[config.mk]
export PLATFORM = sky130hd
export DESIGN_NAME = mct_machine_cycle_timing
export DESIGN_NICKNAME = d
export VERILOG_FILES = /design/src/mct_pkg.sv /design/src/mct_machine_cycle_timing.sv /design/src/mct_level_filter.sv /design/src/mct_port_line.sv
export VERILOG_INCLUDE_DIRS = /design/src /design/src/src
export SDC_FILE = /design/constraint.sdc
export NUM_CORES = 1
export LEC_CHECK = 0
export BUFFER_PORTS_ARGS = -buffer_cell sky130_fd_sc_hd__buf_4
export CAP_MARGIN = 25
export CORE_ASPECT_RATIO = 1.5
export CORE_MARGIN = 3
export CORE_UTILIZATION = 45
export CTS_BUF_LIST = sky130_fd_sc_hd__clkbuf_8 sky130_fd_sc_hd__clkbuf_16
export CTS_CLUSTER_DIAMETER = 150
export DETAILED_ROUTE_END_ITERATION = 6
export PLACE_DENSITY_LB_ADDON = 0.2
export SLEW_MARGIN = 20
export SYNTH_ARGS = -nofsm -noshare
export SYNTH_HDL_FRONTEND = slang
export SYNTH_SLANG_ARGS = --single-unit
[constraint.sdc]
create_clock -name clock_i -period 5.2 [get_ports clock_i]
set_clock_uncertainty 0.2 [all_clocks]
set_input_delay 0.26 -clock clock_i [delete_from_list [all_inputs] [get_ports clock_i]]
set_output_delay 0.26 -clock clock_i [all_outputs]
set_load 0.02 [all_outputs]
[src/mct_defs.svh]
/*
  Timing, address and reset constants of the machine-cycle timing block.
  Assumes a 25 MHz time-base clock; it is included by its bare name.
*/
`ifndef MCT_DEFS_SVH
`define MCT_DEFS_SVH

// =====================================================================
// Clock rates
`define MCT_CLK_PERIOD_NS 40
`define MCT_TB_PER_PHASE 2
`define MCT_PHASE_NS (`MCT_CLK_PERIOD_NS * `MCT_TB_PER_PHASE)

// =====================================================================
// Machine cycle lengths, in phase clocks
`define MCT_SHORT_PHASES 4
`define MCT_LONG_PHASES 6

// =====================================================================
// Ready pulse, in phase clocks
`define MCT_STB_DELAY_PH 3
`define MCT_STB_LOW_MIN_PH 8
`define MCT_STB_LOW_MAX_PH 12
`define MCT_STB_LOW_PH 10

// =====================================================================
// Event input hold times, in phase clocks
`define MCT_EVT_IRQ_PH 6
`define MCT_EVT_TMR_PH 2

// =====================================================================
// Free-running interval tolerance, in phase clocks
`define MCT_INTERVAL_TOL_PH 6

// =====================================================================
// Port addresses and reset values
`define MCT_PORT_W 3
`define MCT_PORT0 3'h0
`define MCT_PORT1 3'h1
`define MCT_PORT4 3'h4
`define MCT_PORT5 3'h5
`define MCT_PORT_ICP 3'h6
`define MCT_PORT_TIMER 3'h7
`define MCT_LATCH_RESET 8'hFF
`define MCT_RESET_VECTOR 11'h000

`endif

[src/mct_pkg.sv]
/*
  Types shared by the machine-cycle timing block.
  Assumes nothing beyond a SystemVerilog compiler.
*/
package mct_pkg;

  // =====================================================================
  // Ready pulse sequencer states
  typedef enum logic [1:0]
  {
    MCT_STB_IDLE = 2'b00,
    MCT_STB_WAIT = 2'b01,
    MCT_STB_LOW = 2'b10
  } mct_stb_e;

endpackage : mct_pkg

[src/mct_machine_cycle_timing.sv]
/*
  Machine-cycle timing and pin control of a single-chip microcomputer:
  phase enable, write clock, ready pulse, reset and event-input
  conditioning, timer reference strobes and the four I/O ports.
  Assumes clock_i is the time base and that the instruction decoder
  presents its port requests and cycle length on the same clock.
*/
`timescale 1ns/1ns
`default_nettype none

`include "mct_defs.svh"

// Operation
// - Phase enable is time base divided by two
// - Write clock each four or six phases
// - Ready pulse idles high, low 8-12 phases
// - Ready falls three phases after valid data
// - Reset holds core; restart at zero
// - Event input polarity selectable; irq and timer
// - Timer load/start/stop at write instruction end
// - Timer read captured at read instruction end
// - Interrupt timing from request cycle start
// - Free-running intervals do not accumulate error
// - Tick period is phase times prescale; prescale zero gives one phase
// - Each port line is input or latch
module mct_machine_cycle_timing
  import mct_pkg::*;
#(
  parameter int unsigned WIDTH = 8,
  parameter int unsigned ADDR_W = 11
)
(
  input wire logic clock_i,
  input wire logic sys_rst_i,
  input wire logic reset_pin_n_i,
  input wire logic external_event_input_i,
  input wire logic event_active_high_i,
  input wire logic long_cycle_i,
  input wire logic last_cycle_i,
  input wire logic privileged_i,
  input wire logic io_write_i,
  input wire logic io_read_i,
  input wire logic [`MCT_PORT_W-1:0] io_port_i,
  input wire logic [WIDTH-1:0] io_wdata_i,
  input wire logic [WIDTH-1:0] prescale_i,
  input wire logic irq_ack_i,
  input wire logic [4*WIDTH-1:0] port_pin_i,
  output logic [4*WIDTH-1:0] port_pin_o,
  output logic [4*WIDTH-1:0] port_pin_oe_o,
  output logic [WIDTH-1:0] io_rdata_o,
  output logic phase_en_o,
  output logic write_clk_o,
  output logic cycle_start_o,
  output logic ready_strobe_n_o,
  output logic core_reset_o,
  output logic [ADDR_W-1:0] reset_vector_o,
  output logic timer_write_o,
  output logic [WIDTH-1:0] timer_wdata_o,
  output logic timer_capture_o,
  output logic icp_write_o,
  output logic event_level_o,
  output logic event_count_o,
  output logic irq_request_o,
  output logic irq_take_o,
  output logic timer_tick_o
);

  // =====================================================================
  // Derived counts: ready pulse in time-base cycles, cycle lengths in phases
  localparam int unsigned STB_DELAY_CYC = `MCT_STB_DELAY_PH * `MCT_TB_PER_PHASE;
  localparam int unsigned STB_LOW_CYC = `MCT_STB_LOW_PH * `MCT_TB_PER_PHASE;
  localparam int unsigned SCW = 5;
  localparam logic [SCW-1:0] STB_DELAY_LAST = SCW'(STB_DELAY_CYC - 1);
  localparam logic [SCW-1:0] STB_LOW_LAST = SCW'(STB_LOW_CYC - 1);
  localparam logic [2:0] SHORT_LAST = 3'(`MCT_SHORT_PHASES - 1);
  localparam logic [2:0] LONG_LAST = 3'(`MCT_LONG_PHASES - 1);

  // =====================================================================
  // Phase enable
  logic phase_div;

  // Divide the time base by two
  always_ff @(posedge clock_i or posedge sys_rst_i)
  begin
    if (sys_rst_i)
      phase_div <= 1'b0;
    else
      phase_div <= !phase_div;
  end

  assign phase_en_o = phase_div;

  // =====================================================================
  // Pin synchronisers for reset and event inputs
  logic rst_meta;
  logic rst_sync;
  logic evt_meta;
  logic evt_sync;

  // Two flops before any logic looks at the pins
  always_ff @(posedge clock_i or posedge sys_rst_i)
  begin
    if (sys_rst_i)
    begin
      rst_meta <= 1'b0;
      rst_sync <= 1'b0;
      evt_meta <= 1'b0;
      evt_sync <= 1'b0;
    end
    else
    begin
      rst_meta <= reset_pin_n_i;
      rst_sync <= rst_meta;
      evt_meta <= external_event_input_i;
      evt_sync <= evt_meta;
    end
  end

  // =====================================================================
  // Core reset and start address
  // Reset applies on the phase edge so a brief glitch is not half-taken
  always_ff @(posedge clock_i or posedge sys_rst_i)
  begin
    if (sys_rst_i)
      core_reset_o <= 1'b1;
    else if (phase_en_o)
      core_reset_o <= !rst_sync;
  end

  assign reset_vector_o = ADDR_W'(`MCT_RESET_VECTOR);

  // =====================================================================
  // Machine cycle sequencer
  logic [2:0] phase_cnt;
  logic long_q;
  logic cycle_end;
  logic [2:0] cycle_last;

  assign cycle_last = long_q ? LONG_LAST : SHORT_LAST;
  assign cycle_end = phase_en_o && (phase_cnt == cycle_last) && !core_reset_o;

  // Count phases; sample the cycle length at each cycle start
  always_ff @(posedge clock_i or posedge sys_rst_i)
  begin
    if (sys_rst_i)
    begin
      phase_cnt <= 3'h0;
      long_q <= 1'b0;
      cycle_start_o <= 1'b0;
    end
    else if (core_reset_o)
    begin
      phase_cnt <= 3'h0;
      long_q <= long_cycle_i;
      cycle_start_o <= 1'b0;
    end
    else
    begin
      cycle_start_o <= cycle_end;
      if (cycle_end)
      begin
        phase_cnt <= 3'h0;
        long_q <= long_cycle_i;
      end
      else if (phase_en_o)
        phase_cnt <= phase_cnt + 3'h1;
    end
  end

  assign write_clk_o = cycle_end;

  // =====================================================================
  // Port decode at the end of the instruction's last cycle
  logic instr_end;
  logic wr_commit;
  logic rd_commit;
  logic [3:0] port_wr;
  logic [4*WIDTH-1:0] port_latch;
  logic [4*WIDTH-1:0] port_rd;

  assign instr_end = cycle_end && last_cycle_i;
  assign wr_commit = instr_end && io_write_i;
  assign rd_commit = instr_end && io_read_i;
  assign port_wr[0] = wr_commit && (io_port_i == `MCT_PORT0);
  assign port_wr[1] = wr_commit && (io_port_i == `MCT_PORT1);
  assign port_wr[2] = wr_commit && (io_port_i == `MCT_PORT4);
  assign port_wr[3] = wr_commit && (io_port_i == `MCT_PORT5);

  // Four port bytes
  genvar gi;
  generate
    for (gi = 0; gi < 4; gi++)
    begin : g_port
      mct_port_line #(.WIDTH(WIDTH)) u_line
      (
        .clock_i(clock_i),
        .sys_rst_i(sys_rst_i),
        .wr_i(port_wr[gi]),
        .data_i(io_wdata_i),
        .pin_i(port_pin_i[gi*WIDTH +: WIDTH]),
        .pin_o(port_pin_o[gi*WIDTH +: WIDTH]),
        .pin_oe_o(port_pin_oe_o[gi*WIDTH +: WIDTH]),
        .latch_o(port_latch[gi*WIDTH +: WIDTH]),
        .rd_o(port_rd[gi*WIDTH +: WIDTH])
      );
    end
  endgenerate

  // Read data select
  logic [WIDTH-1:0] next_rdata;

  assign next_rdata = (io_port_i == `MCT_PORT0) ? port_rd[0*WIDTH +: WIDTH] :
                      (io_port_i == `MCT_PORT1) ? port_rd[1*WIDTH +: WIDTH] :
                      (io_port_i == `MCT_PORT4) ? port_rd[2*WIDTH +: WIDTH] :
                      (io_port_i == `MCT_PORT5) ? port_rd[3*WIDTH +: WIDTH] : '0;

  // Timer and control-port strobes and read data
  always_ff @(posedge clock_i or posedge sys_rst_i)
  begin
    if (sys_rst_i)
    begin
      io_rdata_o <= '0;
      timer_write_o <= 1'b0;
      timer_wdata_o <= '0;
      timer_capture_o <= 1'b0;
      icp_write_o <= 1'b0;
    end
    else
    begin
      if (io_read_i)
        io_rdata_o <= next_rdata;
      timer_write_o <= wr_commit && (io_port_i == `MCT_PORT_TIMER);
      icp_write_o <= wr_commit && (io_port_i == `MCT_PORT_ICP);
      if (wr_commit)
        timer_wdata_o <= io_wdata_i;
      timer_capture_o <= rd_commit && (io_port_i == `MCT_PORT_TIMER);
    end
  end

  // =====================================================================
  // Ready pulse sequencer
  mct_stb_e stb_state;
  logic [SCW-1:0] stb_cnt;

  // Wait after the port write, then drive one low pulse; a new write restarts it
  always_ff @(posedge clock_i or posedge sys_rst_i)
  begin
    if (sys_rst_i)
    begin
      stb_state <= MCT_STB_IDLE;
      stb_cnt <= '0;
      ready_strobe_n_o <= 1'b1;
    end
    else if (port_wr[2])
    begin
      stb_state <= MCT_STB_WAIT;
      stb_cnt <= '0;
      ready_strobe_n_o <= 1'b1;
    end
    else
    begin
      unique case (stb_state)
        MCT_STB_IDLE:
          ready_strobe_n_o <= 1'b1;
        MCT_STB_WAIT:
        begin
          stb_cnt <= stb_cnt + SCW'(1);
          if (stb_cnt == STB_DELAY_LAST)
          begin
            stb_state <= MCT_STB_LOW;
            stb_cnt <= '0;
            ready_strobe_n_o <= 1'b0;
          end
        end
        MCT_STB_LOW:
        begin
          stb_cnt <= stb_cnt + SCW'(1);
          if (stb_cnt == STB_LOW_LAST)
          begin
            stb_state <= MCT_STB_IDLE;
            stb_cnt <= '0;
            ready_strobe_n_o <= 1'b1;
          end
        end
        default:
        begin
          stb_state <= MCT_STB_IDLE;
          ready_strobe_n_o <= 1'b1;
        end
      endcase
    end
  end

  // =====================================================================
  // Event input conditioning
  logic evt_active;
  logic irq_rise;
  logic tmr_level;
  logic tmr_rise;

  assign evt_active = event_active_high_i ? evt_sync : !evt_sync;

  // Interrupt path needs the longer hold
  mct_level_filter #(.STABLE(`MCT_EVT_IRQ_PH), .INIT(1'b0)) u_irq_filt
  (
    .clock_i(clock_i),
    .sys_rst_i(sys_rst_i),
    .phase_en_i(phase_en_o),
    .level_i(evt_active),
    .level_o(),
    .rise_o(irq_rise),
    .fall_o()
  );

  // Timer path counts shorter pulses
  mct_level_filter #(.STABLE(`MCT_EVT_TMR_PH), .INIT(1'b0)) u_tmr_filt
  (
    .clock_i(clock_i),
    .sys_rst_i(sys_rst_i),
    .phase_en_i(phase_en_o),
    .level_i(evt_active),
    .level_o(tmr_level),
    .rise_o(tmr_rise),
    .fall_o()
  );

  assign event_level_o = tmr_level;
  assign event_count_o = tmr_rise;

  // =====================================================================
  // Interrupt request latch and cycle-aligned request
  logic irq_latch;

  // Set wins over acknowledge; request shows from the next cycle start
  always_ff @(posedge clock_i or posedge sys_rst_i)
  begin
    if (sys_rst_i)
    begin
      irq_latch <= 1'b0;
      irq_request_o <= 1'b0;
    end
    else if (core_reset_o)
    begin
      irq_latch <= 1'b0;
      irq_request_o <= 1'b0;
    end
    else
    begin
      if (irq_rise)
        irq_latch <= 1'b1;
      else if (irq_ack_i)
        irq_latch <= 1'b0;
      if (irq_ack_i && !irq_rise)
        irq_request_o <= 1'b0;
      else if (cycle_end && (irq_latch || irq_rise))
        irq_request_o <= 1'b1;
    end
  end

  // Taken only at a non-privileged instruction boundary
  assign irq_take_o = irq_request_o && instr_end && !privileged_i;

  // =====================================================================
  // Prescaled tick, free running from the last timer write
  logic [WIDTH-1:0] pre_cnt;
  logic pre_last;

  assign pre_last = (pre_cnt + WIDTH'(1) >= prescale_i);

  // Reload on wrap only, so interval error never builds up
  always_ff @(posedge clock_i or posedge sys_rst_i)
  begin
    if (sys_rst_i)
    begin
      pre_cnt <= '0;
      timer_tick_o <= 1'b0;
    end
    else if (timer_write_o)
    begin
      pre_cnt <= '0;
      timer_tick_o <= 1'b0;
    end
    else
    begin
      timer_tick_o <= phase_en_o && pre_last;
      if (phase_en_o)
        pre_cnt <= pre_last ? '0 : pre_cnt + WIDTH'(1);
    end
  end

endmodule : mct_machine_cycle_timing

`default_nettype wire

[src/mct_level_filter.sv]
/*
  Level filter: the output follows the input only after the input has
  held a new level for STABLE consecutive phase enables.
  Assumes the input is already synchronised to clock_i.
*/
`timescale 1ns/1ns
`default_nettype none

module mct_level_filter
#(
  parameter int unsigned STABLE = 6,
  parameter logic INIT = 1'b0
)
(
  input wire logic clock_i,
  input wire logic sys_rst_i,
  input wire logic phase_en_i,
  input wire logic level_i,
  output logic level_o,
  output logic rise_o,
  output logic fall_o
);

  localparam int unsigned CW = $clog2(STABLE + 1);
  localparam logic [CW-1:0] LAST = CW'(STABLE - 1);

  logic [CW-1:0] run;
  logic differs;
  logic flip;

  // =====================================================================
  // Stability decision
  assign differs = level_i != level_o;
  assign flip = phase_en_i && differs && (run == LAST);

  // Count consecutive phases at the new level
  always_ff @(posedge clock_i or posedge sys_rst_i)
  begin
    if (sys_rst_i)
    begin
      run <= '0;
      level_o <= INIT;
      rise_o <= 1'b0;
      fall_o <= 1'b0;
    end
    else
    begin
      rise_o <= flip && !level_o;
      fall_o <= flip && level_o;
      if (!differs)
        run <= '0;
      else if (flip)
      begin
        run <= '0;
        level_o <= level_i;
      end
      else if (phase_en_i)
        run <= run + CW'(1);
    end
  end

endmodule : mct_level_filter

`default_nettype wire

[src/mct_port_line.sv]
/*
  One bidirectional port byte: output latch plus synchronised pin read.
  A latch bit of one releases the line so it can serve as an input.
  Assumes pin levels arrive from outside the clock domain.
*/
`timescale 1ns/1ns
`default_nettype none

`include "mct_defs.svh"

module mct_port_line
#(
  parameter int unsigned WIDTH = 8
)
(
  input wire logic clock_i,
  input wire logic sys_rst_i,
  input wire logic wr_i,
  input wire logic [WIDTH-1:0] data_i,
  input wire logic [WIDTH-1:0] pin_i,
  output logic [WIDTH-1:0] pin_o,
  output logic [WIDTH-1:0] pin_oe_o,
  output logic [WIDTH-1:0] latch_o,
  output logic [WIDTH-1:0] rd_o
);

  logic [WIDTH-1:0] pin_meta;

  // =====================================================================
  // Output latch holds the last written value
  always_ff @(posedge clock_i or posedge sys_rst_i)
  begin
    if (sys_rst_i)
      latch_o <= WIDTH'(`MCT_LATCH_RESET);
    else if (wr_i)
      latch_o <= data_i;
  end

  // Pin synchroniser
  always_ff @(posedge clock_i or posedge sys_rst_i)
  begin
    if (sys_rst_i)
    begin
      pin_meta <= '1;
      rd_o <= '1;
    end
    else
    begin
      pin_meta <= pin_i;
      rd_o <= pin_meta;
    end
  end

  // Drive low only where the latch holds zero
  assign pin_o = '0;
  assign pin_oe_o = ~latch_o;

endmodule : mct_port_line

`default_nettype wire

# Yosys cells after proc, flatten, opt, wreduce, memory -nomap -nowiden
# Cells that the tools add are included.
# totals
input_bits	62
register_bits	154
out_inout_bits	104
wordCells	152
# op_classes
n_lt_le_gt_ge	1
add_sub_neg	5
muxes	40
bitwise	4
n_eq_ne	19
reduce_logical	44
# ops
operator	n
$mux W8	7
$not A8 Y8	4
$logic_and A1 B1 Y1	23
$mux W3	7
$eq A3 B3 Y1 const B	5
$mux W5	3
$mux W1	14
$mux W2	6
$reduce_bool A3 Y1	4
$pmux W5 S2	1
$add A8 B1 Y8 const B	1
$ge A8 B8 Y1	1
$logic_not A1 Y1	8
$add A3 B1 Y3 const B	2
$ne A3 B2 Y1 const B	2
$ne A3 B3 Y1 const B	2
$pmux W2 S3	1
$reduce_and A2 Y1	3
$add A5 B1 Y5 const B	1
$eq A5 B3 Y1 const B	1
$eq A5 B5 Y1 const B	1
$eq A2 B1 Y1 const B	2
$reduce_bool A2 Y1	2
$eq A3 B1 Y1 const B	1
other kinds (10)	11

# Longest topological paths before layout
# Gate-level depths: netlist of the first run.
# depth
ltp_word	9
depth_mapped	10
ltp_nobuf	9

# Modules after synthesis
# From an unflattened synthesis of the first run, not the netlist that was laid out.
# unflattened
cells_unflattened	490
area_unflattened_um2	6606.3
# modules_own_cells
mod	cells_each	area_each_um2	instances	seq_area_each_um2
mct_port_line	51	859.6	4	630.6
mct_machine_cycle_timing	246	2675.1	1	1228.7
mct_level_filter at u_irq_filt	25	292.8	1	150.1
mct_level_filter at u_tmr_filt	15	200.2	1	125.1

# Worst setup path before layout of the first run
# No wires, ideal clock.
# synth_path
path_type	register to register
from	reg pre_cnt[2]
to	reg pre_cnt[2]
setup_ns	0.089
stages_incl_launch_ff	10
arrival_ns	2.426
n_path_buf	1
required_time_ns	4.911
slack_ns	2.485
period_less_slack_ns	2.715
cell_sequence	dfrtp_1 > clkbuf_1 > nand3_1 > o21a_1 > or2_2 > ha_1 > and3_1 > a221oi_1 > o2111ai_1 > o211ai_1
# synth_via
elab_chain_cells	5
# synth_rtl
item	line	rtl
from (decl)	mct_machine_cycle_timing.sv:365	logic [WIDTH-1:0] pre_cnt;
from (signal assigned)	mct_machine_cycle_timing.sv:387	pre_cnt <= pre_last ? '0 : pre_cnt + WIDTH'(1);
$add A8 B1 Y8 *	mct_machine_cycle_timing.sv:368, mct_machine_cycle_timing.sv:387	
$ge A8 B8 Y1	mct_machine_cycle_timing.sv:368	assign pre_last = (pre_cnt + WIDTH'(1) >= prescale_i);
$mux W8 *	mct_machine_cycle_timing.sv:387	
$mux W8 *	mct_machine_cycle_timing.sv:386	if (phase_en_o)
$mux W8 *	mct_machine_cycle_timing.sv:378	else if (timer_write_o)
# Every way passes the cells marked *; elsewhere a longest branch is shown, timed or not. The select of a mux whose other input is x is not followed.
# A chain may end at the register's enable or synchronous reset.

# Final worst setup path of the first run
# layout_path
from	reg pre_cnt[0]
to	reg pre_cnt[2]
# The elaborated chain is that of the path after synthesis.

==> results of run 1 <==
## worst max-delay path: stages, from the launching register on
cell	delay (ps)
dfrtp_1	440
ha_1	290
nand3_1	120
xor2_1	190
inv_1	70
ha_1	280
a21o_1	180
a221oi_1	540
o2111ai_1	390
o211ai_1	290
## registers in the layout (all words and copies together), names as in the netlist, 5 cells and up
signal and flops:
g_port.u_line.latch_o 32, g_port.u_line.pin_meta 32, g_port.u_line.rd_o 32, io_rdata_o 8, pre_cnt 8, stb_cnt 5, timer_wdata_o 8
## routing by layer
layer / GRT usage, % / up-vias / part of all wire [%] / wire [um]
met5: 0 / - / 0 / 0
met4: 6.08 / 0 / 1.6 / 199
met3: 4.73 / 18 / 6.3 / 806
met2: 29.5 / 155 / 53 / 6790
met1: 18.7 / 2041 / 39 / 5000
li1: - / 1966 / - / -
## cells by family (layout without fill, tap and decap cells)
logic type	count (synthesis)	in the layout	synth area share (%)
compound gates	58	58	5.78
xor+xnor	11	11	1.49
fa+ha+maj	17	17	3.29
buf+inv	128	273	10.1
flops	154	154	61.5
mux	42	42	9.17
other cells	1	43	0.0580
simple gates	104	104	8.64
## cell usage after synthesis (3+ instances only)
cell type  instances
dfstp_2           98
inv_1             68
dfrtp_1           56
buf_4             43
nand2_1           31
mux2_2            26
nor2_1            18
o21ai_0           18
ha_1              17
a21oi_1           12
clkbuf_1           9
and3_1             8
mux2_4             8
mux4_2             8
o22ai_1            8
nand3_1            7
nand3b_1           7
nand2b_1           6
nor3_1             6
xnor2_1            6
xor2_1             5
buf_2              4
a21o_1             3
nor3b_1            3
## repair_timing
| item | in CTS | in global routing |
|---|---|---|
| endpoints found under the hold margin | 134 | 0 |
| buffers inserted | 0 | 0 |
| hold buffers | 48 | 0 |
## through the flow
step	power (mW)	hold slack, ps	setup slack, ps	util [%]	std cells
2_1_floorplan	1.64	64.5	752	-	557
3_3_place_gp	1.73	137	2320	52.7	813
3_5_place_dp	1.75	140	2160	52.7	813
4_1_cts	3.00	10.0	2140	60.4	893
5_1_grt	3.10	52.1	1850	60.6	894
6_report	2.97	43.0	2120	60.6	894
## worst min path at each step
| stage | endpoint | slack (ps) | cells after the start |
|---|---|---|---|
| final | u_tmr_filt.rise_o | 40 | 4 |
| after global routing | timer_write_o | 50 | 2 |
| after CTS | timer_capture_o | 10 | 3 |
| after detailed placement | rst_sync | 140 | 0 |
| after global placement | evt_sync | 140 | 0 |
| after floorplan | g_port[0].u_line.pin_meta[0] | 60 | 0 |
## cell type report
| type | count | area (um2) |
|---|---|---|
| inverter | 69 | 264 |
| tap | 192 | 240 |
| fill | 1108 | 5540 |
| multi-input combinational | 275 | 2010 |
| timing repair buffer | 172 | 1430 |
| sequential | 154 | 3980 |
| clock buffer | 17 | 425 |
| clock inverter | 15 | 171 |
## power by group
group	switching, mW	internal [mW]
Combinational	0.218	0.182
Sequential	0.0637	1.29
Clock	0.561	0.647
Total	0.842	2.12
==> impl_metrics.toml, run 1 <==
[run_status]
outcome = "finished clean"

[synthesis]
yosysUniqueCellTypes = 55
ys_ff_latch = 154
ys_top_cells_by_area = "dfstp_2 40%, dfrtp_1 22%, buf_4 5.0%"
yosys.area.top_type_share_pct = 39.8
synth_warnings = 0
synth_ff_type = "dfstp_2"
ys_seq_area_share_pct = 61.5
syn_area_mm2 = 0.00647
synth.avg_cell_area_um2 = 12.6
synth_edf_count = 0
synth_cells = 515
yosysTopAreaCell = "dfstp_2"
async_reset_ff_share_pct = 100

[timing]
fmax_mhz = 324
fin_crit_ps = 3080
worst_pin_slew_ps = 914
drv_slew = 0
setup_viol = 0
period_share_pct = 59.3
rsz0062_at_grt = "no"
maxSlewHeadroom_pct = 39.1
setup_tns_ps = 0
hold_viol = 0

[grt]
antenna_found_initial = 0
first_global_vias = 4352
gr-total-overflow = 0
grt_max_degree = 111
grt_use_total_pct = 16.5
grt_first_pass_wirelength_um = 20900

[floorplanning]
coreArea_mm2 = 0.0141
start_util_pct = 46.0
ios = 166
die_area_mm2 = 0.0159
die_x_um = 104
dieHeight_um = 153
rows = 53

[clocking]
cts.htree.levels = 4
clock_latency_ps = 420
path_clk_slew_ps = 70
cts_tree = "yes"
cts-resized-gates = 0
clockRootBuffer = "clkbuf_16"
numCtsBuffers = 17
clockBufferDepth = 2
cts_sinks = 154

[layout]
syn_to_final_growth_pct = 31.7
final_cell_area_mm2 = 0.00852
nNetsFinal = 768
mostFrequentLayoutCell = "buf_4"
n_antenna_cell = 0
final_cell_mix = "123 x buf_4, 98 x dfstp_2, 67 x inv_1"
drive_gt1_share_pct = 43.0

[setup_path]
crit_path_start_kind = "flip-flop"
crit_required_ps = 5330
regToRegEndpoint = "pre_cnt[2]"
crit_type = "flip-flop to flip-flop"
r2r_cells = 9
startpoint = "pre_cnt[0]"
crit_path_end = "pre_cnt[2]"
crit_fanout = 7
cp.arrival_ps = 3210
critPathCaptureType = "flip-flop"
r2r-start = "pre_cnt[0]"
r2r_slack_ps = 2120

[place]
portBuffers = 122
dpl_cell_area_mm2 = 0.00741
routabilityCongestion = 0.781
dp_hpwl_um = 8650

[detailed_routing]
ant_nets = 0
drt-wirelength-per-cell_um = 14.3
viasPerCell = 4.68
route.detailed.drc = 0
vias = 4180
drt_iter0_markers = 124
firstDrtPassIters = 4
wirelength_um = 12800

[worst_hold_path]
hold_start = "event_active_high_i"
hp-class = "input pin to flip-flop"

[pwr]
power-per-cell-area_mw_per_mm2 = 348
vdd_drop_max_mv = 0.288
leakagePower_nw = 3.97

[flow_run]
maxCapViolCount = 0
Power figures use the tool's default switching activity.
==> inputs of run 2 (changes only) <==
--- a/config.mk
+++ b/config.mk
@@ -6,6 +6,7 @@
 export SDC_FILE = /design/constraint.sdc
 export NUM_CORES = 1
 export LEC_CHECK = 0
+export ABC_AREA = 1
 export BUFFER_PORTS_ARGS = -buffer_cell sky130_fd_sc_hd__buf_4
 export CAP_MARGIN = 25
 export CORE_ASPECT_RATIO = 1.5
==> constraint.sdc (replaced) <==
create_clock -name clock_i -period 2.65 [get_ports clock_i]
set_clock_uncertainty 0.2 [all_clocks]
set_input_delay 0.1325 -clock clock_i [delete_from_list [all_inputs] [get_ports clock_i]]
set_output_delay 0.1325 -clock clock_i [all_outputs]
set_load 0.02 [all_outputs]
==> run 2 against run 1 <==
  * Global-route usage increased by 0.99 points
  * Sequential power increased by 96%
  * Register-to-register slack got worse by 1900 ps
  * Synthesized area decreased by 0.15%
  * Critical endpoint is now pre_cnt[4]
  * Clock-buffer cell count unchanged
  * Synthesized cell count increased by 19%
  * Power increased by 110%
  * Die area decreased by 0.15%
  * First-iteration DRC count increased by 40%
==> impl_metrics.toml, run 2 <==
[run_status]
outcome = "finished clean"

[synthesis]
synth_warnings = 0
synth_compound_area_share_pct = 9.72
syn_area_mm2 = 0.00646
yosys.area_share.simple_pct = 12.3
yosysUniqueCellTypes = 40
synthXorXnorAreaFrac_pct = 1.49
yosysMostFrequentCell = "nand2_1"
synthTopCellsByCount = "123 x nand2_1, 98 x dfstp_2, 91 x inv_1, 56 x dfrtp_1, 43 x buf_4"
synth_fa_ha_area_share_pct = 3.29
yosys.area.top_type_share_pct = 39.9
synth_ff_type = "dfstp_2"
synth_cells = 612
ys_top_cells_by_area = "dfstp_2 40%, dfrtp_1 22%, nand2_1 7.1%"
ys_ff_latch = 154
synth_top_family_by_area = "simple AND/OR/NAND/NOR gates"
synthMuxAreaShare_pct = 0
synth.avg_cell_area_um2 = 10.6
ys_seq_area_share_pct = 61.6
yosysTopAreaCell = "dfstp_2"
synth_edf_count = 0
async_reset_ff_share_pct = 100

[pwr]
p_comb_share_pct = 14.3
vdd_drop_max_mv = 0.485
power.internal_mw = 4.54
power-per-cell-area_mw_per_mm2 = 718
p_sw_mw = 1.65
p_seq_share_pct = 42.9
leakagePower_nw = 4.06
clkPwrFrac_pct = 42.8
swShare_pct = 26.6

[setup_path]
crit_required_ps = 2760
crit_path_start_kind = "flip-flop"
crit_type = "flip-flop to flip-flop"
crit_fanout = 9
r2r_slack_ps = 260
regToRegEndpoint = "pre_cnt[4]"
cp.arrival_ps = 2500
critPathCaptureType = "flip-flop"
r2r-start = "pre_cnt[0]"
r2r_cells = 11

[detailed_routing]
ant_nets = 0
viasPerCell = 4.54
route.detailed.drc = 0
firstDrtPassIters = 4
vias = 4553
drt_iter0_markers = 174
drt-wirelength-per-cell_um = 13.5
wirelength_um = 13500

[clocking]
cts_sinks = 154
clockBufferDepth = 2
clock_latency_ps = 400
numCtsBuffers = 17
cts.htree.levels = 4
cts_tree = "yes"
clockRootBuffer = "clkbuf_16"
path_clk_slew_ps = 70
post_cts_buffers = 0

[grt]
antenna_found_initial = 0
grt_first_pass_wirelength_um = 22600
grt_use_total_pct = 17.5
top_usage_layer = "met2"
first_global_vias = 4713
grt_util_met2_pct = 31.8
grtUsageMet1_pct = 20.2
use_met3_pct = 4.41
gr-total-overflow = 0
grt_max_degree = 58

[floorplanning]
coreArea_mm2 = 0.0141
ios = 166
rows = 53
dieHeight_um = 153
die_x_um = 104
die_area_mm2 = 0.0159
start_util_pct = 46.0

[timing]
setup_viol = 0
rsz0062_at_grt = "no"
hold_viol = 0
setup_tns_ps = 0
maxSlewHeadroom_pct = 47.9
period_share_pct = 90.2
fmax_mhz = 418
worst_pin_slew_ps = 780
fin_crit_ps = 2390
drv_slew = 0

[flow_run]
maxCapViolCount = 0

[worst_hold_path]
hold_end = "io_rdata_o[5]"
hold_start = "io_read_i"
whs_path_depth = 4
hp-class = "input pin to flip-flop"

[place]
portBuffers = 122
dp_hpwl_um = 9480
dpl_cell_area_mm2 = 0.00744
routabilityCongestion = 0.812

[layout]
top_regs = "g_port.u_line.latch_o (32), g_port.u_line.pin_meta (32), g_port.u_line.rd_o (32)"
final_cell_mix = "125 x buf_4, 123 x nand2_1, 98 x dfstp_2"
syn_to_final_growth_pct = 33.5
n_antenna_cell = 0
final_cell_area_mm2 = 0.00862
drive_gt1_share_pct = 36.7
mostFrequentLayoutCell = "buf_4"
nNetsFinal = 876
==> run 2: cell types whose count changed in the layout (fill, tap and decap cells not counted), moves of 9 or more <==
cell / before / now
nand2_1: 31 / 123
mux2_2: 26 / 0
o21ai_2: 0 / 25
inv_1: 67 / 90
o21ai_0: 18 / 38
nand3_1: 7 / 25
a31oi_1: 1 / 10
==> run 2: power by group through the flow <==
stage	Sequential [mW]	Combinational, mW	Clock (mW)
floorplan	2.71	0.571	0
global placement	2.68	0.798	0
detailed placement	2.69	0.823	0
CTS	2.66	0.885	2.71
global route	2.67	1.01	2.82
finish	2.66	0.884	2.65
==> run 2: layer usage <==
layer	share of wire [%]	vias up
met4	1.5	0
met5	0	-
met2	53	145
met3	4.8	19
li1	-	2227
met1	40	2162
==> run 2: timing repair <==
action,4_1_cts,5_1_grt
setup endpoints to repair,0,9
endpoints found under the hold margin,94,0
resized for setup,0,1
hold buffers,52,0
==> run 2: area by class of cell <==
| class | instances | area, um2 |
|---|---|---|
| clock buffer | 17 | 425 |
| clock inverter | 15 | 228 |
| fill | 1146 | 5430 |
| inverter | 94 | 358 |
| multi-input combinational | 351 | 1900 |
| sequential | 154 | 3980 |
| tap | 192 | 240 |
| timing repair buffer | 179 | 1500 |
==> run 2: cells by family after synthesis <==
| kind of cell | count (synthesis) |
|---|---|
| AOI/OAI and AO/OA | 97 |
| buffers and inverters | 149 |
| xor gates and xnor gates | 11 |
| other | 1 |
| DFF | 154 |
| adders and majority gates | 17 |
| and+or+nand+nor | 183 |
==> run 2: stage by stage <==
stage / instances / worst slack (ps) / hold slack, ps / util [%] / power (mW)
after global routing: 1002 / 29.1 / 58.6 / 61.3 / 6.51
after CTS: 1002 / 108 / 4.04 / 61.3 / 6.25
after global placement: 918 / 276 / 41.0 / 53.0 / 3.48
after detailed placement: 918 / 126 / 41.6 / 53.0 / 3.52
after floorplan: 654 / 453 / -63.0 / - / 3.28
final: 1002 / 260 / 24.8 / 61.3 / 6.19
==> run 2: how the worst max path moves through the flow <==
stage | from | to | cells past startpoint
after floorplan | sys_rst_i | cycle_start_o | 1
after global placement | pre_cnt[0] | pre_cnt[6] | 9
after detailed placement | pre_cnt[0] | pre_cnt[4] | 11
after CTS | pre_cnt[0] | pre_cnt[4] | 11
after global routing | pre_cnt[0] | pre_cnt[6] | 11
final | pre_cnt[0] | pre_cnt[4] | 11
==> run 2: critical path: stages (launching register included) <==
cell       delay, ps
dfrtp_1          410
ha_1             220
nand2_1          100
inv_1             60
nand3_1           90
xor2_1           210
ha_1             260
nand2_1           90
nor2_1            70
nand4_1          100
o2111ai_2        270
o22ai_1          230
==> inputs of run 3 (changes only) <==
--- a/config.mk
+++ b/config.mk
@@ -7,7 +7,6 @@
 export NUM_CORES = 1
 export LEC_CHECK = 0
 export ABC_AREA = 1
-export BUFFER_PORTS_ARGS = -buffer_cell sky130_fd_sc_hd__buf_4
 export CAP_MARGIN = 25
 export CORE_ASPECT_RATIO = 1.5
 export CORE_MARGIN = 3
@@ -15,6 +14,7 @@
 export CTS_BUF_LIST = sky130_fd_sc_hd__clkbuf_8 sky130_fd_sc_hd__clkbuf_16
 export CTS_CLUSTER_DIAMETER = 150
 export DETAILED_ROUTE_END_ITERATION = 6
+export DONT_BUFFER_PORTS = 1
 export PLACE_DENSITY_LB_ADDON = 0.2
 export SLEW_MARGIN = 20
 export SYNTH_ARGS = -nofsm -noshare
==> run 3 against run 2 <==
  * Via count is 8.0% lower
  * Clock power down 11%
  * Critical path depth is 2 lower
  * Global-route usage shrank 0.34 points
  * Wire length is 3.5% lower
  * Sequential power increased by 2%
  * Final area fell by 10%
  * Flip-flop and latch count is the same
  * Cell count down 11%
  * Critical path type unchanged
  * Sequential share of layout area grew 5.3 points
  * Worst setup slack worse by 20 ps
==> impl_metrics.toml, run 3 (synthesized netlist as in run 2, its figures left out) <==
[run_status]
outcome = "finished clean"

[worst_hold_path]
hold_end = "g_port[1].u_line.latch_o[7]"
whs_path_depth = 4
hp-class = "input pin to flip-flop"
hold_start = "io_port_i[0]"

[floorplanning]
die_area_mm2 = 0.0159
rows = 53
ios = 166
dieHeight_um = 153
die_x_um = 104
start_util_pct = 46.0
coreArea_mm2 = 0.0141

[flow_run]
maxCapViolCount = 0

[grt]
gr-total-overflow = 0
grt_use_total_pct = 17.2
grt_max_degree = 44
antenna_found_initial = 0
grt_first_pass_wirelength_um = 21700
first_global_vias = 4331

[clocking]
post_cts_buffers = 0
path_clk_slew_ps = 70
clockRootBuffer = "clkbuf_16"
cts_sinks = 154
numCtsBuffers = 17
clock_latency_ps = 410
cts.htree.levels = 4
cts_tree = "yes"
clockBufferDepth = 2

[place]
portBuffers = 0
routabilityCongestion = 0.848
dpl.cell_count = 800
dp_hpwl_um = 9350

[layout]
nNetsFinal = 762
n_antenna_cell = 0
final_cell_mix = "123 x nand2_1, 98 x dfstp_2, 90 x inv_1"
mostFrequentLayoutCell = "nand2_1"
syn_to_final_growth_pct = 19.7
drive_gt1_share_pct = 25.7
instances_no_fill = 888
top_regs = "g_port.u_line.latch_o (32), g_port.u_line.pin_meta (32), g_port.u_line.rd_o (32)"
n_fill_cell = 1231

[setup_path]
regToRegEndpoint = "timer_wdata_o[2]"
cp_slowest_stage_delay_ps = 820
path_cells = "inv_2, nand2_1, nand2_1, nand3_2, nor2_4, nand3_4, dlygate4sd3_1, nand2_1, o21ai_0"
crit_fanout = 17
r2r-start = "phase_cnt[2]"
cp.arrival_ps = 2470
crit_path_frequent_cell = "nand2_1"
critPathCaptureType = "flip-flop"
r2r_cells = 9
crit_path_start_kind = "flip-flop"
crit_type = "flip-flop to flip-flop"
slowest_stage = "dlygate4sd3_1"
crit_required_ps = 2720
r2r_slack_ps = 240

[pwr]
leakagePower_nw = 3.50
vdd_drop_max_mv = 0.462
power-per-cell-area_mw_per_mm2 = 749

[detailed_routing]
drt-wirelength-per-cell_um = 14.7
ant_nets = 0
wirelength_um = 13000
drt_iter0_markers = 176
firstDrtPassIters = 7
route.detailed.drc = 0
viasPerCell = 4.72
vias = 4191

[timing]
period_share_pct = 90.9
setup_tns_ps = 0
whs_ps = 36.0
fmax_mhz = 415
drv_slew = 0
worst_pin_slew_ps = 829
maxSlewHeadroom_pct = 44.6
setup_viol = 0
hold_viol = 0
fin_crit_ps = 2410
rsz0062_at_grt = "yes"
-- run 3: where the power goes --
part | internal [mW] | switching, mW | total, mW
Sequential | 2.56 | 0.144 | 2.70
Combinational | 0.272 | 0.456 | 0.728
Clock | 1.27 | 1.09 | 2.36
Total | 4.10 | 1.69 | 5.79
-- run 3: repair_timing --
action                                 CTS  global route
gates resized for setup                  0             2
endpoints found under the hold margin  128             1
setup endpoints to repair                0            16
hold buffers                            56             1
-- run 3: layer usage --
metal  global-route usage (%)  wire length, um
met3                     5.47              841
met4                     6.65              271
met5                        0                0
met2                     30.4             6940
met1                     19.1             4990
-- run 3: through the flow --
step	power, mW	worst slack (ps)	util, %	cell area, um2
5_1_grt	6.11	-6.19	55.0	7730
2_1_floorplan	3.28	453	-	6620
3_5_place_dp	3.39	166	46.7	6560
3_3_place_gp	3.36	253	46.7	6560
4_1_cts	5.87	85.3	54.9	7710
6_report	5.79	241	55.0	7730
-- run 3: worst max-delay path: cells and delay by family, from the launching register on --
| kind | cells | cell delay, ps |
|---|---|---|
| simple gates | 6 | 690 |
| buf+inv | 2 | 890 |
| flops | 1 | 400 |
| compound gates | 1 | 90 |
-- run 3: layout make-up --
type / instances / area (um2) / share of cell area, %
clock buffers: 17 / 425 / 5.50
clock inverters: 15 / 169 / 2.18
inverters: 94 / 358 / 4.63
multi-input cells: 351 / 1910 / 24.7
flip-flops and latches: 154 / 3980 / 51.4
well taps: 192 / 240 / 3.11
repair buffers: 65 / 653 / 8.45
-- run 3: worst max path at each step --
stage / start / to / cells after the start
finish: phase_cnt[2] / timer_wdata_o[2] / 9
detailed placement: pre_cnt[0] / pre_cnt[2] / 11
global route: pre_cnt[0] / timer_tick_o / 12
global placement: pre_cnt[0] / pre_cnt[6] / 9
CTS: core_reset_o / g_port[1].u_line.latch_o[4] / 7
floorplan: sys_rst_i / cycle_start_o / 1
